**config.mk**
```make
export PLATFORM = sky130hd
export DESIGN_NAME = utopia_in_ctrl
export DESIGN_NICKNAME = d
export VERILOG_FILES = /design/src/rtl/utopia_in_pkg.sv /design/src/rtl/utopia_in_ctrl.sv
export SDC_FILE = /design/constraint.sdc
export NUM_CORES = 1
export LEC_CHECK = 0
export BUFFER_PORTS_ARGS = -buffer_cell sky130_fd_sc_hd__buf_2
export CORE_MARGIN = 2
export CORE_UTILIZATION = 40
export DETAILED_ROUTE_END_ITERATION = 10
export MAX_ROUTING_LAYER = met4
export PLACE_DENSITY = 0.61
export REMOVE_ABC_BUFFERS = 1
export SYNTH_ARGS = -nofsm -noshare
export SYNTH_HDL_FRONTEND = slang
export SYNTH_SLANG_ARGS = --single-unit
```
**constraint.sdc**
```tcl
create_clock -name core_clk -period 10.32 [get_ports core_clk]
set_clock_uncertainty 0.2 [all_clocks]
set_input_delay 0.516 -clock core_clk [delete_from_list [all_inputs] [get_ports core_clk]]
set_output_delay 0.516 -clock core_clk [all_outputs]
set_load 0.02 [all_outputs]
```
**src/rtl/utopia_in_pkg.sv**
```systemverilog
package utopia_in_pkg;

    // register offsets on the microprocessor port (word addresses)
    localparam logic [7:0] OFF_ADDR_BASE  = 8'h40;
    localparam logic [7:0] OFF_ADDR_LAST  = 8'h47;
    localparam logic [7:0] OFF_LINK_EN    = 8'h50;
    localparam logic [7:0] OFF_CTRL       = 8'h52;
    localparam logic [7:0] OFF_PERR       = 8'h53;

    // reset values
    localparam logic [15:0] RST_LINK_EN   = 16'h0000;
    localparam logic [15:0] RST_CTRL      = 16'h0000;
    localparam logic [15:0] RST_ADDR      = 16'h0000;
    localparam logic [11:0] RST_COUNT     = 12'h000;

    // control register fields
    localparam int CTRL_PAR_EVEN   = 12;
    localparam int CTRL_LOOPBACK   = 9;
    localparam int CTRL_WIDTH8     = 7;
    localparam int CTRL_CTL_RESET  = 6;
    localparam int CTRL_UNASG_FILT = 4;
    localparam int CTRL_IDLE_FILT  = 3;
    localparam int CTRL_COSET_OFF  = 2;
    localparam int CTRL_HEC_HI     = 1;
    localparam int CTRL_HEC_LO     = 0;
    // writable bits of the control register; 15:13 read as zero
    localparam logic [15:0] CTRL_RW_MASK = 16'h1FFF;

    // parity error status register fields
    localparam int PERR_ROLLOVER = 15;
    localparam int PERR_SEEN     = 14;
    localparam int PERR_XFER     = 13;
    localparam int PERR_CNT_RST  = 12;
    localparam int PERR_CNT_W    = 12;

    // address register fields
    localparam int ADDR_W       = 5;
    localparam int ADDR_HI_LSB  = 8;
    localparam int NUM_LINKS    = 16;
    localparam int NUM_ADDR_REG = 8;

    // header check
    localparam logic [7:0] HEC_POLY  = 8'h07;
    localparam logic [7:0] HEC_COSET = 8'h55;
    localparam int HDR_BYTES = 5;

    typedef enum logic [1:0] {
        HEC_OFF     = 2'b00,
        HEC_CORRECT = 2'b01,
        HEC_DISCARD = 2'b10,
        HEC_BOTH    = 2'b11
    } hec_mode_t;

    // one accepted cell header and its verdict
    typedef struct packed {
        logic [3:0]  link;
        logic [31:0] header;
        logic [7:0]  hec;
        logic        drop;
        logic        corrected;
        logic        idle_unasg;
    } cell_result_t;

endpackage

```
**src/rtl/utopia_in_ctrl.sv**
```systemverilog
// What this block does
// - enable bit n recognises link n address
// - parity sense 0 odd, 1 even
// - loopback returns transmit cells via receive
// - width bit 0 sixteen, 1 eight bits
// - controller reset bit holds controller reset
// - unassigned filter drops cells, counts them
// - idle filter drops cells, counts them
// - unassigned: three zero bytes, 0000xxx0
// - idle: three zero bytes, 00000001
// - coset disable bit removes coset
// - mode 11 corrects single, drops multi
// - mode 10 drops errored, no correction
// - mode 01 corrects single, never drops
// - mode 00 skips verification entirely
// - sticky rollover flag, cleared writing zero
// - sticky first-error flag, cleared writing zero
// - writing transfer bit snapshots error count
// - transfer bit reads one when done
// - counter reset bit holds counter cleared
// - low bits show snapshot, not live
// - top three control bits read zero
// - address registers pair link N, N+8
`timescale 1ns/1ps
`default_nettype none

module utopia_in_ctrl (
    // clock and reset
    input  wire logic                        core_clk,
    input  wire logic                        resetn,
    // microprocessor port
    input  wire logic                        cpu_cs,
    input  wire logic                        cpu_wr,
    input  wire logic                        cpu_rd,
    input  wire logic [7:0]                  cpu_addr,
    input  wire logic [15:0]                 cpu_wdata,
    output logic      [15:0]                 cpu_rdata,
    // utopia input side from the atm layer
    input  wire logic                        u_clk,
    input  wire logic [15:0]                 u_data,
    input  wire logic                        u_prty,
    input  wire logic                        u_soc,
    input  wire logic                        u_enb_n,
    input  wire logic [4:0]                  u_addr,
    // cell verdicts
    output utopia_in_pkg::cell_result_t      cell_out,
    output logic                             cell_valid,
    output logic                             parity_err,
    output logic      [15:0]                 idle_unasg_count,
    // receive side routing
    output logic                             loopback_en,
    output logic                             rx_width8
);
    import utopia_in_pkg::*;

    // register state
    logic [15:0]           link_en_r;
    logic [15:0]           ctrl_r;
    logic [15:0]           addr_r [NUM_ADDR_REG];
    logic                  roll_r;
    logic                  seen_r;
    logic                  xfer_done_r;
    logic                  xfer_pend_r;
    logic                  cnt_rst_r;
    logic [PERR_CNT_W-1:0] snap_r;
    logic [PERR_CNT_W-1:0] perr_cnt_r;

    logic wr_stb;
    logic rd_stb;
    assign wr_stb = cpu_cs && cpu_wr;
    assign rd_stb = cpu_cs && cpu_rd;

    hec_mode_t hec_mode;
    assign hec_mode = hec_mode_t'(ctrl_r[CTRL_HEC_HI:CTRL_HEC_LO]);

    // register writes
    always_ff @(posedge core_clk or negedge resetn) begin
        if (!resetn) begin
            link_en_r <= RST_LINK_EN;
        end else if (wr_stb && cpu_addr == OFF_LINK_EN) begin
            link_en_r <= cpu_wdata;
        end
    end

    always_ff @(posedge core_clk or negedge resetn) begin
        if (!resetn) begin
            ctrl_r <= RST_CTRL;
        end else if (wr_stb && cpu_addr == OFF_CTRL) begin
            ctrl_r <= cpu_wdata & CTRL_RW_MASK;
        end
    end

    genvar gi;
    generate
        for (gi = 0; gi < NUM_ADDR_REG; gi++) begin : g_addr
            always_ff @(posedge core_clk or negedge resetn) begin
                if (!resetn) begin
                    addr_r[gi] <= RST_ADDR;
                end else if (wr_stb && cpu_addr == OFF_ADDR_BASE + 8'(gi)) begin
                    addr_r[gi] <= '0;
                    addr_r[gi][ADDR_HI_LSB +: ADDR_W] <= cpu_wdata[ADDR_HI_LSB +: ADDR_W];
                    addr_r[gi][ADDR_W-1:0]            <= cpu_wdata[ADDR_W-1:0];
                end
            end
        end
    endgenerate

    logic perr_wr;
    assign perr_wr = wr_stb && cpu_addr == OFF_PERR;

    always_ff @(posedge core_clk or negedge resetn) begin
        if (!resetn) begin
            cnt_rst_r <= 1'b0;
        end else if (perr_wr) begin
            cnt_rst_r <= cpu_wdata[PERR_CNT_RST];
        end
    end

    // register reads
    logic [15:0] rd_val;
    always_comb begin
        rd_val = '0;
        if (cpu_addr >= OFF_ADDR_BASE && cpu_addr <= OFF_ADDR_LAST) begin
            rd_val = addr_r[cpu_addr[2:0]];
        end else if (cpu_addr == OFF_LINK_EN) begin
            rd_val = link_en_r;
        end else if (cpu_addr == OFF_CTRL) begin
            rd_val = ctrl_r;
        end else if (cpu_addr == OFF_PERR) begin
            rd_val = {roll_r, seen_r, xfer_done_r, cnt_rst_r, snap_r};
        end
    end

    always_ff @(posedge core_clk or negedge resetn) begin
        if (!resetn) begin
            cpu_rdata <= '0;
        end else if (rd_stb) begin
            cpu_rdata <= rd_val;
        end
    end

    // link pin synchronisers
    // all pins share one two-stage delay, so their relative timing is kept
    localparam int SYNC_W = 16 + 1 + 1 + 1 + 5 + 1;
    logic [SYNC_W-1:0] sync1_r;
    logic [SYNC_W-1:0] sync2_r;
    logic              uclk_d_r;

    always_ff @(posedge core_clk or negedge resetn) begin
        if (!resetn) begin
            sync1_r <= '0;
            sync2_r <= '0;
        end else begin
            sync1_r <= {u_clk, u_data, u_prty, u_soc, u_enb_n, u_addr};
            sync2_r <= sync1_r;
        end
    end

    always_ff @(posedge core_clk or negedge resetn) begin
        if (!resetn) begin
            uclk_d_r <= 1'b0;
        end else begin
            uclk_d_r <= sync2_r[SYNC_W-1];
        end
    end

    logic        s_clk;
    logic [15:0] s_data;
    logic        s_prty;
    logic        s_soc;
    logic        s_enb_n;
    logic [4:0]  s_addr;
    assign {s_clk, s_data, s_prty, s_soc, s_enb_n, s_addr} = sync2_r;

    logic u_edge;
    assign u_edge = s_clk && !uclk_d_r;

    // address recognition
    logic       hit;
    logic [3:0] hit_link;
    always_comb begin
        hit      = 1'b0;
        hit_link = '0;
        for (int i = 0; i < NUM_LINKS; i++) begin
            if (!hit && link_en_r[i] &&
                addr_r[i % NUM_ADDR_REG][(i / NUM_ADDR_REG) * ADDR_HI_LSB +: ADDR_W] == s_addr) begin
                hit      = 1'b1;
                hit_link = 4'(i);
            end
        end
    end

    // selection is latched on edges with the enable idle, as in multi-phy polling
    logic       sel_ok_r;
    logic [3:0] sel_link_r;
    logic       ctl_reset;
    assign ctl_reset = ctrl_r[CTRL_CTL_RESET];

    always_ff @(posedge core_clk or negedge resetn) begin
        if (!resetn) begin
            sel_ok_r   <= 1'b0;
            sel_link_r <= '0;
        end else if (ctl_reset) begin
            sel_ok_r   <= 1'b0;
        end else if (u_edge && s_enb_n) begin
            sel_ok_r   <= hit;
            sel_link_r <= hit_link;
        end
    end

    logic xfer;
    assign xfer = u_edge && !s_enb_n && sel_ok_r && !ctl_reset;

    // parity
    logic par_calc;
    always_comb begin
        if (ctrl_r[CTRL_WIDTH8]) begin
            par_calc = ^{s_data[7:0], s_prty};
        end else begin
            par_calc = ^{s_data, s_prty};
        end
    end

    // odd sense wants an odd total; even sense an even total
    logic par_bad;
    assign par_bad = xfer && (par_calc == ctrl_r[CTRL_PAR_EVEN]);

    always_ff @(posedge core_clk or negedge resetn) begin
        if (!resetn) begin
            parity_err <= 1'b0;
        end else begin
            parity_err <= par_bad;
        end
    end

    logic cnt_wrap;
    assign cnt_wrap = par_bad && !cnt_rst_r && (&perr_cnt_r);

    always_ff @(posedge core_clk or negedge resetn) begin
        if (!resetn) begin
            perr_cnt_r <= RST_COUNT;
        end else if (cnt_rst_r) begin
            perr_cnt_r <= RST_COUNT;
        end else if (par_bad) begin
            perr_cnt_r <= perr_cnt_r + 12'h001;
        end
    end

    // sticky flags: a set in the same cycle as a clearing write wins
    always_ff @(posedge core_clk or negedge resetn) begin
        if (!resetn) begin
            roll_r <= 1'b0;
            seen_r <= 1'b0;
        end else begin
            if (cnt_wrap) begin
                roll_r <= 1'b1;
            end else if (perr_wr && !cpu_wdata[PERR_ROLLOVER]) begin
                roll_r <= 1'b0;
            end
            if (par_bad) begin
                seen_r <= 1'b1;
            end else if (perr_wr && !cpu_wdata[PERR_SEEN]) begin
                seen_r <= 1'b0;
            end
        end
    end

    // snapshot: request taken on the write, copy one cycle later
    always_ff @(posedge core_clk or negedge resetn) begin
        if (!resetn) begin
            xfer_pend_r <= 1'b0;
            xfer_done_r <= 1'b0;
            snap_r      <= RST_COUNT;
        end else if (perr_wr && cpu_wdata[PERR_XFER]) begin
            xfer_pend_r <= 1'b1;
            xfer_done_r <= 1'b0;
        end else if (xfer_pend_r) begin
            xfer_pend_r <= 1'b0;
            xfer_done_r <= 1'b1;
            snap_r      <= perr_cnt_r;
        end
    end

    // header capture
    typedef enum logic [1:0] {ST_WAIT, ST_HDR, ST_PAYLOAD} hdr_state_t;
    hdr_state_t      st_r;
    logic [39:0]     hdr_r;
    logic [2:0]      nbytes_r;
    logic [3:0]      cell_link_r;
    logic            hdr_full_r;

    logic [2:0]  nb_base;
    logic [39:0] hdr_nxt;
    logic [2:0]  nb_nxt;
    always_comb begin
        nb_base = (s_soc || st_r == ST_WAIT) ? 3'd0 : nbytes_r;
        hdr_nxt = (s_soc || st_r == ST_WAIT) ? 40'h00_0000_0000 : hdr_r;
        nb_nxt  = nb_base;
        if (ctrl_r[CTRL_WIDTH8]) begin
            hdr_nxt = {hdr_nxt[31:0], s_data[7:0]};
            nb_nxt  = nb_base + 3'd1;
        end else if (nb_base == 3'd4) begin
            // third word: hec in the upper byte, user byte dropped
            hdr_nxt = {hdr_nxt[31:0], s_data[15:8]};
            nb_nxt  = 3'd5;
        end else begin
            hdr_nxt = {hdr_nxt[23:0], s_data};
            nb_nxt  = nb_base + 3'd2;
        end
    end

    always_ff @(posedge core_clk or negedge resetn) begin
        if (!resetn) begin
            st_r        <= ST_WAIT;
            hdr_r       <= '0;
            nbytes_r    <= '0;
            cell_link_r <= '0;
            hdr_full_r  <= 1'b0;
        end else if (ctl_reset) begin
            st_r       <= ST_WAIT;
            nbytes_r   <= '0;
            hdr_full_r <= 1'b0;
        end else begin
            hdr_full_r <= 1'b0;
            if (xfer && (s_soc || st_r == ST_HDR)) begin
                hdr_r    <= hdr_nxt;
                nbytes_r <= nb_nxt;
                if (s_soc) begin
                    cell_link_r <= sel_link_r;
                end
                if (nb_nxt == 3'(HDR_BYTES)) begin
                    st_r       <= ST_PAYLOAD;
                    hdr_full_r <= 1'b1;
                end else begin
                    st_r <= ST_HDR;
                end
            end
        end
    end

    // header check
    function automatic logic [7:0] crc8(input logic [31:0] d);
        logic [7:0] c;
        c = '0;
        for (int b = 31; b >= 0; b--) begin
            c = {c[6:0], 1'b0} ^ ((c[7] ^ d[b]) ? HEC_POLY : 8'h00);
        end
        return c;
    endfunction

    // syndrome of a lone error in bit i of the 40-bit header
    function automatic logic [7:0] single_syn(input int i);
        logic [31:0] v;
        v = '0;
        if (i < 8) begin
            return 8'(1 << i);
        end
        v[i-8] = 1'b1;
        return crc8(v);
    endfunction

    logic [7:0]  expect_hec;
    logic [7:0]  syndrome;
    logic        one_bit;
    logic [39:0] flip;
    always_comb begin
        expect_hec = crc8(hdr_r[39:8]) ^ (ctrl_r[CTRL_COSET_OFF] ? 8'h00 : HEC_COSET);
        syndrome   = expect_hec ^ hdr_r[7:0];
        one_bit    = 1'b0;
        flip       = '0;
        for (int i = 0; i < 40; i++) begin
            if (syndrome == single_syn(i)) begin
                one_bit = 1'b1;
                flip[i] = 1'b1;
            end
        end
    end

    logic        hec_bad;
    logic        do_fix;
    logic        hec_drop;
    logic [39:0] fixed_hdr;
    always_comb begin
        hec_bad = (syndrome != 8'h00);
        do_fix  = 1'b0;
        hec_drop = 1'b0;
        unique case (hec_mode)
            HEC_OFF: begin
                do_fix   = 1'b0;
                hec_drop = 1'b0;
            end
            HEC_CORRECT: begin
                do_fix   = hec_bad && one_bit;
                hec_drop = 1'b0;
            end
            HEC_DISCARD: begin
                do_fix   = 1'b0;
                hec_drop = hec_bad;
            end
            HEC_BOTH: begin
                do_fix   = hec_bad && one_bit;
                hec_drop = hec_bad && !one_bit;
            end
        endcase
        fixed_hdr = do_fix ? (hdr_r ^ flip) : hdr_r;
    end

    // classification after any correction
    logic is_idle;
    logic is_unasg;
    logic filt_drop;
    assign is_idle   = fixed_hdr[39:16] == 24'h000000 && fixed_hdr[15:8] == 8'h01;
    assign is_unasg  = fixed_hdr[39:16] == 24'h000000 &&
                       fixed_hdr[15:12] == 4'h0 && !fixed_hdr[8];
    assign filt_drop = (is_idle && ctrl_r[CTRL_IDLE_FILT]) ||
                       (is_unasg && ctrl_r[CTRL_UNASG_FILT]);

    always_ff @(posedge core_clk or negedge resetn) begin
        if (!resetn) begin
            cell_valid <= 1'b0;
            cell_out   <= '0;
        end else begin
            cell_valid <= hdr_full_r;
            if (hdr_full_r) begin
                cell_out.link       <= cell_link_r;
                cell_out.header     <= fixed_hdr[39:8];
                cell_out.hec        <= fixed_hdr[7:0];
                cell_out.drop       <= hec_drop || filt_drop;
                cell_out.corrected  <= do_fix;
                cell_out.idle_unasg <= filt_drop;
            end
        end
    end

    always_ff @(posedge core_clk or negedge resetn) begin
        if (!resetn) begin
            idle_unasg_count <= '0;
        end else if (hdr_full_r && filt_drop) begin
            idle_unasg_count <= idle_unasg_count + 16'h0001;
        end
    end

    // receive side takes its cells from the transmit utopia while set
    assign loopback_en = ctrl_r[CTRL_LOOPBACK];
    assign rx_width8   = ctrl_r[CTRL_WIDTH8];

endmodule // utopia_in_ctrl

`default_nettype wire

```
==> metrics.txt <==
pre-CTS WS=4.06 ns; GRT Residual Overflow=0; CP max stage delay=roughly 0.6 ns; CTS root buf=clkbuf_16; die width=216 um; number of synthesized flops with an enable pin=0; Async S/R FF share, synth=100%; initial antenna violation count=0; Crit path arrival time=about 6.6 ns; Clock Latency Late Sink=between 0.5 and 0.6 ns; Slew @ Worst Pin=around 1.3 ns; clk slew on worst S/H paths=0.06 ns; first-pass GRT wire length=82700 um; Yosys reg bits=325; CP required=10.56 ns; H-tree depth=2; most frequent CP cell=xnor2_1; Slew headroom=14.5%; max-cap violation count=0; setup TNS=0 ns; Critical Path, Cell by Cell=xnor3_1 -> xor3_1 -> xnor2_1 -> xnor3_1 -> nor3_1 -> nand3_1 -> a211oi_1 -> xnor2_1 -> nand3_1 -> a2111oi_1 -> nand4_1 -> nor3_2 -> nand4_1 -> xnor2_1; Rows=77; Ant. Diodes=0; design area=~21000 um2; GRT Util Overall=23.9%; HPWL after DPL=38600 um; fin crit period=6.35 ns; share of the yosys chip area belonging to registers=a little under half; Detailed Route Iter0 Violations=1168; total die area=46600 um2; Critical Path End Type=register; final setup fails=0; Slowest-stage cell, CP=xnor3_1; largest net degree at the start of global routing=144; DRC viols=0; num ports=between 100 and 150; Mapped Cells=1644; router iterations before antenna repair=6; class of the worst hold path=input port to register; worst setup margin=3.97 ns; Initial Utilization=approximately two fifths; CP Max Fanout=14; via count=13400; # clock sinks=approximately 330; syn_area_per_cell=10.9 um2; Area Overhead vs Synth=15.8%; fill count=4036; Setup Crit Path Kind=register to register; dpl cell area=19100 um2; most common cell after layout, fill and taps aside=dfrtp_1; IO Port Bufs=136; yosys warns=0; fin nets=~1800; synth unique cells=79; Main synth FF type=dfrtp_1; CTS Buf Count=38; Hold Vio Cnt, Final=0; FMAX=158 MHz; most frequent cells in the layout=dfrtp_1, mux2_2, buf_2; placer congestion estimate=0.996; vias in the first global route=about 13000; run status=completed; Die Ht=roughly 220 um; Vias/cell=about 5.6; layout cell share with drive strength beyond 1=24.2%; Core ar.=44200 um2; Max Root-Sink Buffers=3; crit share post-route=61.5%; per-cell routed wire length=22.6 um; CTS tree=done; post-route ant nets=0; Max Slew Vio Count=0; Worst Setup Start Kind=register; RSZ-0062 raised after global routing=no; drt total wl=approximately 54000 um; synthesized area=between 15000 and 20000 um2
-- what timing repair did --
item | in CTS | in global routing
hold endpoints to repair | 149 | 0
gates resized for setup | 0 | 0
buffers inserted | 0 | 0
hold buffers | 30 | 0
-- synth_stat cells (6+ instances only) --
| library cell | n | area [um2] |
|---|---|---|
| o211ai_1 | 11 | 82.6 |
| a211oi_1 | 17 | 128 |
| nor3_1 | 24 | 120 |
| nand2b_1 | 11 | 68.8 |
| mux2_2 | 152 | 1710 |
| o21ai_0 | 77 | 385 |
| nand2_1 | 119 | 447 |
| buf_2 | 17 | 85.1 |
| xnor2_1 | 123 | 1080 |
| or2_2 | 7 | 43.8 |
| xnor2_2 | 8 | 130 |
| clkbuf_1 | 74 | 278 |
| a22o_1 | 10 | 87.6 |
| a211o_1 | 6 | 52.6 |
| and3_1 | 32 | 200 |
| dfrtp_1 | 325 | 8130 |
| xor2_1 | 97 | 850 |
| xnor3_1 | 19 | 428 |
| nor2b_1 | 6 | 37.5 |
| a22oi_1 | 19 | 143 |
| nor4_1 | 30 | 188 |
| o22ai_1 | 9 | 56.3 |
| a21oi_1 | 67 | 335 |
| nand3b_1 | 6 | 45.0 |
| inv_1 | 16 | 60.1 |
| nand3_1 | 43 | 215 |
| nand4_1 | 18 | 113 |
| nor2_1 | 123 | 462 |
| a31oi_1 | 7 | 43.8 |
| buf_1 | 17 | 63.8 |
| mux4_2 | 20 | 450 |
| mux2i_1 | 40 | 400 |
-- flip-flops by register name, indices dropped and copies added (netlist names), 13 cells and up --
signal	flops
cell_out	47
sync2_r	25
cpu_rdata	16
ctrl_r	13
hdr_r	40
sync1_r	25
link_en_r	16
addr_r	80
idle_unasg_count	16
-- critical path: cells and delay by family, from the launching register on --
kind,cells,cell delay (ns)
xor gates and xnor gates,6,2.45
and+or+nand+nor,6,1.93
AOI/OAI and AO/OA,2,1.07
DFF,1,0.56
-- path summary, 6_finish.rpt --
path / start / endpoint / slack (ns) / cells past startpoint
min in group asynchronous: resetn / sync1_r[13] / 0.46 / 2
max in group asynchronous: resetn / cell_out[39] / 7.39 / 4
min: cpu_wdata[7] / link_en_r[7] / 0.04 / 2
max reg2reg: hdr_r[30] / idle_unasg_count[15] / 3.97 / 14
max: hdr_r[30] / idle_unasg_count[15] / 3.97 / 14
min reg2reg: sync1_r[0] / sync2_r[0] / 0.15 / 0
-- cells by family after synthesis --
logic type	share of synthesized area [%]
AOI/OAI and AO/OA	9.79
xor gates and xnor gates	15.4
muxes	14.4
DFF	45.3
and+or+nand+nor	12.1
buffers and inverters	2.78
adders and majority gates	0.279
-- area by class of cell --
cell class | count | area (um2) | area share, %
clock buffer | 46 | 1020 | 4.92
clock inverter | 23 | 328 | 1.58
inverter | 16 | 60.1 | 0.289
multi-input combinational | 1193 | 9350 | 45.0
sequential | 325 | 8130 | 39.2
tap | 592 | 741 | 3.57
timing repair buffer | 185 | 1130 | 5.46
-- metal layers --
| layer | global-route usage (%) | vias up | share of wire [%] |
|---|---|---|---|
| li1 | - | 6087 | - |
| met1 | 33.2 | 6770 | 46 |
| met2 | 36.0 | 419 | 46 |
| met3 | 3.55 | 88 | 5.3 |
| met4 | 8.14 | 0 | 3.0 |
| met5 | - | - | 0 |
-- per-stage QoR --
stage               cells  hold WS [ns]  utilization, %
detailed placement   2281         0.136            43.2
global route         2380        0.0320            47.0
CTS                  2380       0.00624            47.0
global placement     2281         0.135            43.2
finish               2380        0.0389            47.0
floorplan            1534        0.0204               -
Power is left out: the tool's default activity adds up to more than one toggle a clock period on the data nets, which glitch-free logic cannot reach.
